`src/include/frt_pkg.sv`:
```
package frt_pkg;

   // ----------------------------------------
   // Register byte offsets
   // ----------------------------------------
   localparam logic [7:0] OFF_CTRL1 = 8'h00;
   localparam logic [7:0] OFF_CTRL2 = 8'h04;
   localparam logic [7:0] OFF_STATUS = 8'h08;
   localparam logic [7:0] OFF_CNT_HI = 8'h0C;
   localparam logic [7:0] OFF_CNT_LO = 8'h10;
   localparam logic [7:0] OFF_SHD_HI = 8'h14;
   localparam logic [7:0] OFF_SHD_LO = 8'h18;
   localparam logic [7:0] OFF_CAP1_HI = 8'h1C;
   localparam logic [7:0] OFF_CAP1_LO = 8'h20;
   localparam logic [7:0] OFF_CAP2_HI = 8'h24;
   localparam logic [7:0] OFF_CAP2_LO = 8'h28;

   // ----------------------------------------
   // Field positions
   // ----------------------------------------
   localparam int C1_EDGE1 = 0;
   localparam int C1_ROLL_IE = 1;
   localparam int C1_CAP_IE = 2;
   localparam int C2_SRC = 0;
   localparam int C2_EXT_EDGE = 2;
   localparam int C2_EDGE2 = 3;
   localparam int C2_OPM = 4;
   localparam int C2_PWM = 5;
   localparam int ST_CAP1 = 0;
   localparam int ST_CAP2 = 1;
   localparam int ST_ROLL = 2;

   // ----------------------------------------
   // Reset values and encodings
   // ----------------------------------------
   localparam logic [15:0] CNT_RESET = 16'hFFFC;
   localparam logic [15:0] CNT_TOP = 16'hFFFF;
   localparam logic [7:0] CTRL_RESET = 8'h00;
   localparam logic [1:0] SRC_DIV2 = 2'h0;
   localparam logic [1:0] SRC_DIV4 = 2'h1;
   localparam logic [1:0] SRC_DIV8 = 2'h2;
   localparam logic [1:0] SRC_EXT = 2'h3;
   localparam logic [2:0] MASK_DIV2 = 3'h1;
   localparam logic [2:0] MASK_DIV4 = 3'h3;
   localparam logic [2:0] MASK_DIV8 = 3'h7;

   // ----------------------------------------
   // Timing
   // ----------------------------------------
   localparam int CPU_PERIOD_NS = 100;
   localparam int PERIOD_DIV2 = 131072;
   localparam int PERIOD_DIV4 = 262144;
   localparam int PERIOD_DIV8 = 524288;
   localparam int EXT_MIN_GAP = 4;

endpackage : frt_pkg

```
`src/hdl/frt_prescale.sv`:
```
`timescale 1ns/1ns
module frt_prescale (
   // Clock and reset
   input wire logic mclk,
   input wire logic sys_rst,
   // Control
   input wire logic run,
   input wire logic [1:0] src,
   // Tick enable
   output logic tick
);

   logic [2:0] div_q;
   logic [2:0] mask;

   always_comb begin
      case (src)
         frt_pkg::SRC_DIV2: mask = frt_pkg::MASK_DIV2;
         frt_pkg::SRC_DIV4: mask = frt_pkg::MASK_DIV4;
         default: mask = frt_pkg::MASK_DIV8;
      endcase
   end

   always_ff @(posedge mclk or posedge sys_rst) begin
      if (sys_rst) begin
         div_q <= 3'h0;
      end else if (run) begin
         div_q <= div_q + 3'h1;
      end
   end

   always_ff @(posedge mclk or posedge sys_rst) begin
      if (sys_rst) begin
         tick <= 1'b0;
      end else begin
         tick <= run && ((div_q & mask) == mask);
      end
   end

endmodule : frt_prescale

```
`src/hdl/frt_edge.sv`:
```
`timescale 1ns/1ns
module frt_edge (
   // Clock and reset
   input wire logic mclk,
   input wire logic sys_rst,
   // Pin and edge choice
   input wire logic pin,
   input wire logic rise_sel,
   // One-cycle event
   output logic pulse
);

   logic s1_q;
   logic s2_q;
   logic s3_q;

   // s1_q feeds only s2_q
   always_ff @(posedge mclk or posedge sys_rst) begin
      if (sys_rst) begin
         s1_q <= 1'b0;
         s2_q <= 1'b0;
         s3_q <= 1'b0;
      end else begin
         s1_q <= pin;
         s2_q <= s1_q;
         s3_q <= s2_q;
      end
   end

   always_ff @(posedge mclk or posedge sys_rst) begin
      if (sys_rst) begin
         pulse <= 1'b0;
      end else begin
         pulse <= rise_sel ? (s2_q & ~s3_q) : (~s2_q & s3_q);
      end
   end

endmodule : frt_edge

```
`src/hdl/frt_timer.sv`:
```
// Decided for this implementation: register access over APB and the placing of the registers.
`timescale 1ns/1ns
// Summary of operation
// - Sixteen-bit up-counter advances once per selected tick, read as two bytes.
// - Two views show the same count; shadow low read never clears rollover.
// - Writing either low byte reloads FFFC; FFFC is also reset value.
// - Tick source is CPU clock over 2, 4, 8 or external.
// - External tick only when both select bits set; edge bit picks transition.
// - External tick edges are synchronised to the CPU clock before counting.
// - Upper byte read latches low byte; latch holds until low byte access.
// - After a completed pair, lone low read returns the live low byte.
// - Counter wrap from FFFF to 0000 sets rollover flag in all modes.
// - Rollover request raised only with enable set and global mask clear.
// - Rollover flag clears after status read seeing it, then main low access.
// - Counting and capture carry on unchanged in WAIT.
// - HALT freezes the count; reset restarts it from reset value.
// - Capture edge copies counter into channel register and sets its flag.
// - Each capture channel has its own edge select bit.
// - One capture enable covers both channels, gated by global mask.
// - Capture flag clears after status read seeing it, then low byte access.
// - Upper capture read blocks new captures until low byte read.
// - In one-pulse or PWM mode only the second channel captures.
// - Capture pins are always connected; only the transition chosen by the edge bit captures.
// - Second instance lacks second capture channel; that channel's flag reads zero.
module frt_timer #(
   parameter bit HAS_CAP2 = 1'b1
) (
   // Clock and reset
   input wire logic mclk,
   input wire logic sys_rst,
   // APB slave
   input wire logic [7:0] paddr,
   input wire logic psel,
   input wire logic penable,
   input wire logic pwrite,
   input wire logic [31:0] pwdata,
   output logic [31:0] prdata,
   output logic pready,
   output logic pslverr,
   // Pins
   input wire logic ext_tick_pin,
   input wire logic capture_pin_1,
   input wire logic capture_pin_2,
   // CPU state
   input wire logic irq_mask,
   input wire logic halt,
   // Requests
   output logic rollover_irq,
   output logic capture_irq
);

   // ----------------------------------------
   // Declarations
   // ----------------------------------------
   logic [7:0] control_one_q;
   logic [7:0] control_two_q;
   logic [15:0] cnt_q;
   logic rollover_flag_q;
   logic roll_arm_q;
   logic [1:0] lat_q;
   logic [7:0] latv_q [2];
   logic [15:0] cap_q [2];
   logic [1:0] capture_flag_q;
   logic [1:0] cap_arm_q;
   logic [1:0] cap_inh_q;
   logic [1:0] cap_pulse;
   logic [1:0] cap_ev;
   logic [1:0] cap_pin;
   logic [1:0] edge_sel;
   logic [31:0] prdata_d;
   logic map_ok;
   logic done;
   logic rd_setup;
   logic rd_done;
   logic wr_done;
   logic int_tick;
   logic ext_pulse;
   logic tick;
   logic reload;
   logic wrap;
   logic ext_sel;
   logic wave_mode;

   function automatic logic hit(input logic [7:0] a, input logic [7:0] off);
      return a == off;
   endfunction : hit

   function automatic logic [7:0] lo_off(input int v);
      return (v == 0) ? frt_pkg::OFF_CNT_LO : frt_pkg::OFF_SHD_LO;
   endfunction : lo_off

   function automatic logic [7:0] hi_off(input int v);
      return (v == 0) ? frt_pkg::OFF_CNT_HI : frt_pkg::OFF_SHD_HI;
   endfunction : hi_off

   function automatic logic [7:0] cap_lo_off(input int c);
      return (c == 0) ? frt_pkg::OFF_CAP1_LO : frt_pkg::OFF_CAP2_LO;
   endfunction : cap_lo_off

   function automatic logic [7:0] cap_hi_off(input int c);
      return (c == 0) ? frt_pkg::OFF_CAP1_HI : frt_pkg::OFF_CAP2_HI;
   endfunction : cap_hi_off

   // ----------------------------------------
   // APB handshake
   // ----------------------------------------
   // One wait-free access phase; data is sampled in the setup cycle
   assign done = psel & penable & pready;
   assign rd_setup = psel & ~penable & ~pwrite;
   assign rd_done = done & ~pwrite;
   assign wr_done = done & pwrite;

   always_ff @(posedge mclk or posedge sys_rst) begin
      if (sys_rst) begin
         pready <= 1'b0;
         pslverr <= 1'b0;
         prdata <= 32'h0000_0000;
      end else if (psel & ~penable) begin
         pready <= 1'b1;
         pslverr <= ~map_ok;
         prdata <= pwrite ? 32'h0000_0000 : prdata_d;
      end else begin
         pready <= 1'b0;
         pslverr <= 1'b0;
      end
   end

   always_comb begin
      prdata_d = 32'h0000_0000;
      map_ok = 1'b1;
      case (paddr)
         frt_pkg::OFF_CTRL1: prdata_d[7:0] = control_one_q;
         frt_pkg::OFF_CTRL2: prdata_d[7:0] = control_two_q;
         frt_pkg::OFF_STATUS: begin
            prdata_d[frt_pkg::ST_ROLL] = rollover_flag_q;
            prdata_d[frt_pkg::ST_CAP1] = capture_flag_q[0];
            prdata_d[frt_pkg::ST_CAP2] = capture_flag_q[1];
         end
         frt_pkg::OFF_CNT_HI: prdata_d[7:0] = cnt_q[15:8];
         frt_pkg::OFF_CNT_LO: prdata_d[7:0] = lat_q[0] ? latv_q[0] : cnt_q[7:0];
         frt_pkg::OFF_SHD_HI: prdata_d[7:0] = cnt_q[15:8];
         frt_pkg::OFF_SHD_LO: prdata_d[7:0] = lat_q[1] ? latv_q[1] : cnt_q[7:0];
         frt_pkg::OFF_CAP1_HI: prdata_d[7:0] = cap_q[0][15:8];
         frt_pkg::OFF_CAP1_LO: prdata_d[7:0] = cap_q[0][7:0];
         frt_pkg::OFF_CAP2_HI: prdata_d[7:0] = cap_q[1][15:8];
         frt_pkg::OFF_CAP2_LO: prdata_d[7:0] = cap_q[1][7:0];
         default: map_ok = 1'b0;
      endcase
   end

   // ----------------------------------------
   // Control registers
   // ----------------------------------------
   always_ff @(posedge mclk or posedge sys_rst) begin
      if (sys_rst) begin
         control_one_q <= frt_pkg::CTRL_RESET;
         control_two_q <= frt_pkg::CTRL_RESET;
      end else if (wr_done) begin
         if (hit(paddr, frt_pkg::OFF_CTRL1)) begin
            control_one_q <= pwdata[7:0];
         end
         if (hit(paddr, frt_pkg::OFF_CTRL2)) begin
            control_two_q <= pwdata[7:0];
         end
      end
   end

   assign wave_mode = control_two_q[frt_pkg::C2_OPM] | control_two_q[frt_pkg::C2_PWM];
   assign ext_sel = control_two_q[frt_pkg::C2_SRC +: 2] == frt_pkg::SRC_EXT;

   // ----------------------------------------
   // Tick generation
   // ----------------------------------------
   // No WAIT input: the timer simply ignores that state
   frt_prescale u_prescale (
      .mclk(mclk),
      .sys_rst(sys_rst),
      .run(~halt & ~ext_sel),
      .src(control_two_q[frt_pkg::C2_SRC +: 2]),
      .tick(int_tick)
   );

   // Pin filtered through two flops before any edge logic
   frt_edge u_ext (
      .mclk(mclk),
      .sys_rst(sys_rst),
      .pin(ext_tick_pin),
      .rise_sel(control_two_q[frt_pkg::C2_EXT_EDGE]),
      .pulse(ext_pulse)
   );

   // Tick is gated again here so a pipelined pulse cannot leak into HALT
   assign tick = ~halt & (ext_sel ? ext_pulse : int_tick);

   // ----------------------------------------
   // Counter
   // ----------------------------------------
   assign reload = wr_done & (hit(paddr, frt_pkg::OFF_CNT_LO) | hit(paddr, frt_pkg::OFF_SHD_LO));
   assign wrap = tick & ~reload & (cnt_q == frt_pkg::CNT_TOP);

   always_ff @(posedge mclk or posedge sys_rst) begin
      if (sys_rst) begin
         cnt_q <= frt_pkg::CNT_RESET;
      end else if (reload) begin
         cnt_q <= frt_pkg::CNT_RESET;
      end else if (tick) begin
         cnt_q <= cnt_q + 16'h0001;
      end
   end

   // ----------------------------------------
   // Buffered read of both views
   // ----------------------------------------
   always_ff @(posedge mclk or posedge sys_rst) begin
      if (sys_rst) begin
         lat_q <= 2'b00;
         latv_q[0] <= 8'h00;
         latv_q[1] <= 8'h00;
      end else begin
         for (int v = 0; v < 2; v++) begin
            // Latch where the upper byte is sampled, so a carry cannot split the pair
            if (rd_setup & hit(paddr, hi_off(v)) & ~lat_q[v]) begin
               lat_q[v] <= 1'b1;
               latv_q[v] <= cnt_q[7:0];
            end else if (done & hit(paddr, lo_off(v))) begin
               lat_q[v] <= 1'b0;
            end
         end
      end
   end

   // ----------------------------------------
   // Rollover flag
   // ----------------------------------------
   always_ff @(posedge mclk or posedge sys_rst) begin
      if (sys_rst) begin
         rollover_flag_q <= 1'b0;
         roll_arm_q <= 1'b0;
      end else begin
         if (wrap) begin
            rollover_flag_q <= 1'b1;
         end else if (roll_arm_q & done & hit(paddr, frt_pkg::OFF_CNT_LO)) begin
            rollover_flag_q <= 1'b0;
         end
         // Shadow low access never touches the arm, so it cannot clear
         if (rd_done & hit(paddr, frt_pkg::OFF_STATUS) & prdata[frt_pkg::ST_ROLL]) begin
            roll_arm_q <= 1'b1;
         end else if (done & hit(paddr, frt_pkg::OFF_CNT_LO)) begin
            roll_arm_q <= 1'b0;
         end
      end
   end

   // ----------------------------------------
   // Capture channels
   // ----------------------------------------
   assign cap_pin = {capture_pin_2, capture_pin_1};
   assign edge_sel = {control_two_q[frt_pkg::C2_EDGE2], control_one_q[frt_pkg::C1_EDGE1]};

   for (genvar c = 0; c < 2; c++) begin : g_cap
      logic en;
      if (c == 0) begin : g_first
         assign en = ~wave_mode;
      end else begin : g_second
         assign en = HAS_CAP2;
      end

      frt_edge u_edge (
         .mclk(mclk),
         .sys_rst(sys_rst),
         .pin(cap_pin[c]),
         .rise_sel(edge_sel[c]),
         .pulse(cap_pulse[c])
      );

      assign cap_ev[c] = cap_pulse[c] & en & ~cap_inh_q[c];

      always_ff @(posedge mclk or posedge sys_rst) begin
         if (sys_rst) begin
            cap_q[c] <= 16'h0000;
         end else if (cap_ev[c]) begin
            cap_q[c] <= cnt_q;
         end
      end

      always_ff @(posedge mclk or posedge sys_rst) begin
         if (sys_rst) begin
            capture_flag_q[c] <= 1'b0;
            cap_arm_q[c] <= 1'b0;
         end else begin
            if (cap_ev[c]) begin
               capture_flag_q[c] <= 1'b1;
            end else if (cap_arm_q[c] & done & hit(paddr, cap_lo_off(c))) begin
               capture_flag_q[c] <= 1'b0;
            end
            if (rd_done & hit(paddr, frt_pkg::OFF_STATUS) & prdata[c]) begin
               cap_arm_q[c] <= 1'b1;
            end else if (done & hit(paddr, cap_lo_off(c))) begin
               cap_arm_q[c] <= 1'b0;
            end
         end
      end

      // Reading the upper byte also lets software mute a pin it toggles
      always_ff @(posedge mclk or posedge sys_rst) begin
         if (sys_rst) begin
            cap_inh_q[c] <= 1'b0;
         end else if (rd_done & hit(paddr, cap_hi_off(c))) begin
            cap_inh_q[c] <= 1'b1;
         end else if (rd_done & hit(paddr, cap_lo_off(c))) begin
            cap_inh_q[c] <= 1'b0;
         end
      end
   end

   // ----------------------------------------
   // Interrupt requests
   // ----------------------------------------
   // Flags stay set while masked, so the request appears once unmasked
   always_ff @(posedge mclk or posedge sys_rst) begin
      if (sys_rst) begin
         rollover_irq <= 1'b0;
         capture_irq <= 1'b0;
      end else begin
         rollover_irq <= rollover_flag_q & control_one_q[frt_pkg::C1_ROLL_IE] & ~irq_mask;
         capture_irq <= (|capture_flag_q) & control_one_q[frt_pkg::C1_CAP_IE] & ~irq_mask;
      end
   end
endmodule : frt_timer

```
`config.mk`:
```
export PLATFORM = sky130hd
export DESIGN_NAME = frt_timer
export DESIGN_NICKNAME = d
export VERILOG_FILES = /design/src/include/frt_pkg.sv /design/src/hdl/frt_prescale.sv /design/src/hdl/frt_edge.sv /design/src/hdl/frt_timer.sv
export SDC_FILE = /design/constraint.sdc
export NUM_CORES = 1
export LEC_CHECK = 0
export BUFFER_PORTS_ARGS = -buffer_cell sky130_fd_sc_hd__buf_2
export CORE_ASPECT_RATIO = 0.75
export CORE_MARGIN = 2
export CORE_UTILIZATION = 53
export CTS_BUF_LIST = sky130_fd_sc_hd__clkbuf_8
export DETAILED_ROUTE_END_ITERATION = 6
export HOLD_SLACK_MARGIN = 0.08
export MAX_ROUTING_LAYER = met4
export PLACE_DENSITY = 0.86
export SLEW_MARGIN = 20
export SYNTH_ARGS = -nofsm -noshare
export SYNTH_HDL_FRONTEND = slang
export SYNTH_SLANG_ARGS = --single-unit
export TNS_END_PERCENT = 100
```
`constraint.sdc`:
```
create_clock -name mclk -period 4.2 [get_ports mclk]
set_clock_uncertainty 0.15 [all_clocks]
set_input_delay 1.26 -clock mclk [delete_from_list [all_inputs] [get_ports mclk]]
set_output_delay 1.26 -clock mclk [all_outputs]
set_load 0.005 [all_outputs]
```
## Word-level counts from Yosys, hierarchy flattened

Cells that the tools add are included.

| cells by class | value |
|---|---|
| $add $sub $neg | 2 |
| multiplexer cells | 34 |
| reduce and logical (&&, ||, !) cells | 19 |
| equality and inequality tests | 14 |
| bitwise operators | 67 |

Operators with widths:

| kind | number |
|---|---|
| 1-bit bitwise AND | 46 |
| 5-bit one-hot mux with 9 select lines | 1 |
| 8-bit by 5-bit equality test with 1-bit output (second input constant) | 4 |
| 16-bit 2-to-1 mux | 2 |
| 3-bit one-hot mux with 10 select lines | 1 |
| 1-bit 2-to-1 mux | 26 |
| 8-bit by 6-bit equality test with 1-bit output (second input constant) | 3 |
| 8-bit 2-to-1 mux | 3 |
| 2-bit nonzero test | 11 |
| 1-bit NOT | 18 |
| 16-bit by 1-bit adder with 16-bit output (second input constant) | 1 |
| 16-bit equality test (second input constant) | 1 |
| 8-bit by 4-bit equality test with 1-bit output (second input constant) | 2 |
| 11-bit OR reduction | 1 |
| 8-bit by 3-bit equality test with 1-bit output (second input constant) | 1 |
| 8-bit logical NOT | 1 |
| 3-bit one-hot mux with 2 select lines | 1 |
| 2-bit AND reduction | 2 |
| 2-bit OR reduction | 2 |
| 3-bit by 1-bit adder with 3-bit output (second input constant) | 1 |
| 3-bit bitwise AND | 1 |
| 3-bit equality test | 1 |
| 2-bit by 1-bit equality test with 1-bit output (second input constant) | 1 |
| 2-bit equality test (second input constant) | 1 |
| 3 further kinds | 4 |

| storage, ports and cells | value |
|---|---|
| output and inout bits | 36 |
| register bits after elaboration | 142 |

## Depth between registers and ports, before layout

| depth | value |
|---|---|
| depth in word-level cells | 8 |
| depth in mapped cells | 8 |

## Cells and area by module

Synthesis repeated with hierarchy kept, for this count alone.

| unflattened totals | value |
|---|---|
| cells, all modules | 515 |
| area total of the unflattened synthesis | 5839.4 µm² |

By module, submodules not included:

| module | area each (µm²) | cells each | instances |
|---|---|---|---|
| frt_timer | 5290.1 | 478 | 1 |
| frt_edge | 126.4 | 8 | 3 |
| frt_prescale | 170.2 | 13 | 1 |

## Worst setup path after synthesis

Ideal clock, no wire load.

| timing | value |
|---|---|
| path type | in2reg |
| start point | input paddr[1] |
| end point | register control_one_q[0] |
| data required time | 3.925 ns |
| library setup time | 0.125 ns |
| stages | 4 |
| slack | 1.318 ns |
| arrival | 2.607 ns |
| buffers on the path | 1 |
| cells stage by stage | or4_1 -> buf_6 -> nor3_4 -> mux2_2 |

| on the way | value |
|---|---|
| longest elaborated chain between the ends | 2 |

Ends and longest elaborated chain:

| what | RTL line | RTL |
|---|---|---|
| start, declared | frt_timer.sv:32 | `input wire logic [7:0] paddr,` |
| 8-bit logical NOT | frt_timer.sv:85 | `return a == off;` |
| 2-bit AND reduction (no line) | n/a |  |
| end signal, assigned | frt_timer.sv:156 | `control_one_q <= frt_pkg::CTRL_RESET;` |
| end signal, assigned | frt_timer.sv:160 | `control_one_q <= pwdata[7:0];` |
| end, declared | frt_timer.sv:55 | `logic [7:0] control_one_q;` |

No other way between the ends.
A chain may end at the register's enable or synchronous reset.

## Final worst setup path

| timing | value |
|---|---|
| start point | input paddr[5] |
| end point | register rollover_flag_q |

| on the way | value |
|---|---|
| longest elaborated chain between the ends | 7 |
| elaborated cells on any way between the ends | 10 |
| those cells by class | 2 x eq/ne; 1 x mux; 6 x bitwise; 1 x reduce/logical |

Ends and longest elaborated chain:

| what | RTL line | RTL |
|---|---|---|
| 8-bit by 5-bit equality test with 1-bit output | frt_timer.sv:85 |  |
| 1-bit bitwise OR | frt_timer.sv:198 | `assign reload = wr_done & (hit(paddr, frt_pkg::OFF_CNT_LO) \| hit(paddr, frt_pkg::OFF_SHD_LO));` |
| 1-bit bitwise AND | frt_timer.sv:198 |  |
| 1-bit NOT | frt_timer.sv:199 | `assign wrap = tick & ~reload & (cnt_q == frt_pkg::CNT_TOP);` |
| 1-bit bitwise AND (2 in series) | frt_timer.sv:199 |  |
| 1-bit 2-to-1 mux / 2-bit nonzero test (equally long branches) | n/a |  |
| end signal, assigned | frt_timer.sv:237 | `rollover_flag_q <= 1'b0;` |
| end signal, assigned | frt_timer.sv:241 | `rollover_flag_q <= 1'b1;` |
| end signal, assigned | frt_timer.sv:243 | `rollover_flag_q <= 1'b0;` |
| end, declared | frt_timer.sv:58 | `logic rollover_flag_q;` |

Several ways; a longest one is shown, not always the timed one.

==> out/results.txt <==
Status = completed
Clock H-tree levels = 4
Total Power = 2.76 mW
Post-route setup slack = 0.924 ns
# hold bufs at CTS = 0
Die footprint = 11700 sq um
Hold_ws = 0.193 ns
CP startpoint = paddr[5]
CP max FO = 15
Global Route Usage Sum = 0.249
Vias per cell = 6.07
Area of placed instances = 6010 sq um
Flop2flop setup slack = 1.45 ns
Placed wire-length estimate = 9.55 mm
Fmax = 305 MHz
Crit path buf inv count = 2
Syn-to-layout area delta = 11.4%
Io pins = 86
Final min period = 3.28 ns
Crit Path Category = input pin to flip-flop
Total CTS buffers = 17
R2r startpoint = lat_q[1]$_DFFE_PP0P_
Cell Chain, Critical Path = buf_2 > nor4b_4 > buf_4 > nand4_1 > nand4_1 > nand2_1
Antenna Nets Post-Route = 0
CTS tree = yes
Most Frequent Cell on Critical Path = nand4_1
Crit path DAT = 3.46 ns
Routed via count = 4132
Largest net degree at the start of global routing = 67
Top FF cell, synth = dfrtp_1
Post-route cell area = 6410 sq um
Grt total ovfl = 0
Static Leakage = 2.98 nW
Cts repair resizes = 0
Number of global-route vias before repair = 4075
Post-synth EDFFs = 0
Met2 GRT Util = 0.359
Later-pin clock latency in the skew report = 0.45 ns
# rows = 32
Layout cells sized above 1 = 0.330
Worst slack, placed = 0.526 ns
Commonest non-fill, non-tap cells in the layout = dfrtp_1, mux2_2, nand2_1
DRT Pass-1 Iters = 5
Register area share after synthesis = 0.516
Met1 usage = 0.335
Power density over the cells = 430 nW/um^2
Post-synthesis cell count = 492
Hold depth = 0
GPL Wtd Cong = 0.931
Max-slew violation count = 0
Die width = 124 microns
Startpoint types = input pin
Worst vdd ir = 350 uV
Worst Hold Class = flip-flop to flip-flop
Final hold violations = 0
WHS Endpoint = g_cap[1].u_edge.s2_q$_DFF_PP0_
Drt wl/cell = 20.0 microns
Fin crit share = 0.780
Critical path endpoint category = flip-flop
Gr busiest metal = met2
Unrepaired setup endpoints after global routing = no
Worst-Margin Slew = 0.944 ns
Post-CTS Setup Repair Bufs = 0
Met3 GRT Util = 0.0894
Commonest non-fill, non-tap cell in the layout = dfrtp_1
FF-to-FF End = prdata[0]$_DFFE_PP0P_
Root Driver = clkbuf_8
Routed WL = 13.6 mm
R2R depth = 5
PortBufs = 37
Final setup fails = 0
Starting Density = 0.551
Synthesized area per cell = 11.7 sq um
Max-Cap Viols = 0
Worst min-delay path startpoint = g_cap[1].u_edge.s1_q$_DFF_PP0_
YS warnings = 0
Die Span Y = 94.3 microns
Synthesized cell area = 5760 sq um
Slowest library cell on the worst path = nor4b_4
Nets@finish = 584
First-pass GRT wire length = 21.7 mm
Diodes inserted = 0
Clock transition at path regs = 0.07 ns
Relative slew slack = 0.354
Yosys cell types = 59
1st-iter DRT viols = 368
FF+latch count, synth = 118
Initial antenna violation count = 0
Sink Count = 118
Number of remaining DRC errors = 0
CTS max path bufs = 2
FFs w/ async S/R, synth = 1.00
Top cell family by delay on the critical path = simple AND/OR/NAND/NOR gates
Worst EP required = 4.38 ns
Setup TNS = 0 ns
Core Box Area = 10500 sq um
Max incr delay on CP = 0.70 ns
-- power breakdown --
group	leakage, nW	internal (mW)	switching (mW)
Sequential	1.50	1.26	0.126
Combinational	1.28	0.169	0.173
Clock	0.192	0.546	0.481
-- through the flow --
| stage | utilization | instances |
|---|---|---|
| finish | 0.614 | 681 |
| global route | 0.614 | 681 |
| CTS | 0.614 | 681 |
| detailed placement | 0.576 | 649 |
| global placement | 0.574 | 648 |
| floorplan | - | 515 |
-- worst register-to-register path, cell delays in order (launching register included) --
cell and delay (ns):
dfrtp_1 0.65, mux2_2 0.41, a222oi_1 0.31, nor2_1 0.07
a2111oi_0 0.84, o21ai_0 0.17
-- kinds of logic after synthesis --
group                    share of synthesized area
XOR/XNOR                                    0.0152
multiplexers                                 0.161
adder cells (fa/ha/maj)                    0.00434
flip-flops                                   0.516
other                                     0.000651
AO/OA/AOI/OAI                                0.110
buffers and inverters                       0.0600
AND/OR/NAND/NOR                              0.133
-- layout make-up --
class                   count  area (sq um)
repair buffers             46           269
flip-flops and latches    118          2970
inverters                  11          45.0
multi-input cells         338          2560
clock buffers              18           248
clock inverters            14           153
well taps                 136           170
fillers                   781          4040
-- worst max-delay path by stage --
stage,depth (start not counted),endpoint,slack (ns)
2_1_floorplan,4,control_one_q[0]$_DFFE_PP0P_,1.32
3_3_place_gp,6,rollover_flag_q$_DFFE_PP0P_,0.60
3_5_place_dp,6,rollover_flag_q$_DFFE_PP0P_,0.53
4_1_cts,6,rollover_flag_q$_DFFE_PP0P_,0.98
5_1_grt,6,rollover_flag_q$_DFFE_PP0P_,0.72
6_report,6,rollover_flag_q$_DFFE_PP0P_,0.92
-- synthesized netlist by cell type (all sizes together), types with 6 or more instances --
cell type,instances,area (sq um)
clkbuf,8,30.0
buf,40,274
nor2,12,45.0
nand2b,6,37.5
o21ai,27,135
inv,11,41.3
mux2,71,800
a21oi,7,35.0
xnor2,7,61.3
nand3,22,110
nand2,40,150
dfrtp,104,2600
dfstp,14,368
nor3,6,52.6
a22oi,14,105
nand4,7,43.8
mux2i,13,130
a22o,10,87.6
-- layer usage --
layer,part of all wire,routed length (microns),up-vias
li1,-,-,1840
met2,0.44,5970,224
met1,0.44,5990,2045
met4,0.016,216,0
met5,0,0,-
met3,0.11,1440,23
-- flip-flops by register name, indices dropped and copies added, names as in the netlist, 2 cells and up --
register	count
g_cap.u_edge.pulse	2
g_cap.u_edge.s2_q	2
cap_arm_q	2
g_cap.u_edge.s1_q	2
lat_q	2
cap_inh_q	2
latv_q	16
control_one_q	8
u_prescale.div_q	3
prdata	8
cnt_q	16
cap_q	32
control_two_q	8
g_cap.u_edge.s3_q	2
capture_flag_q	2
Power figures use the tool's default switching activity.
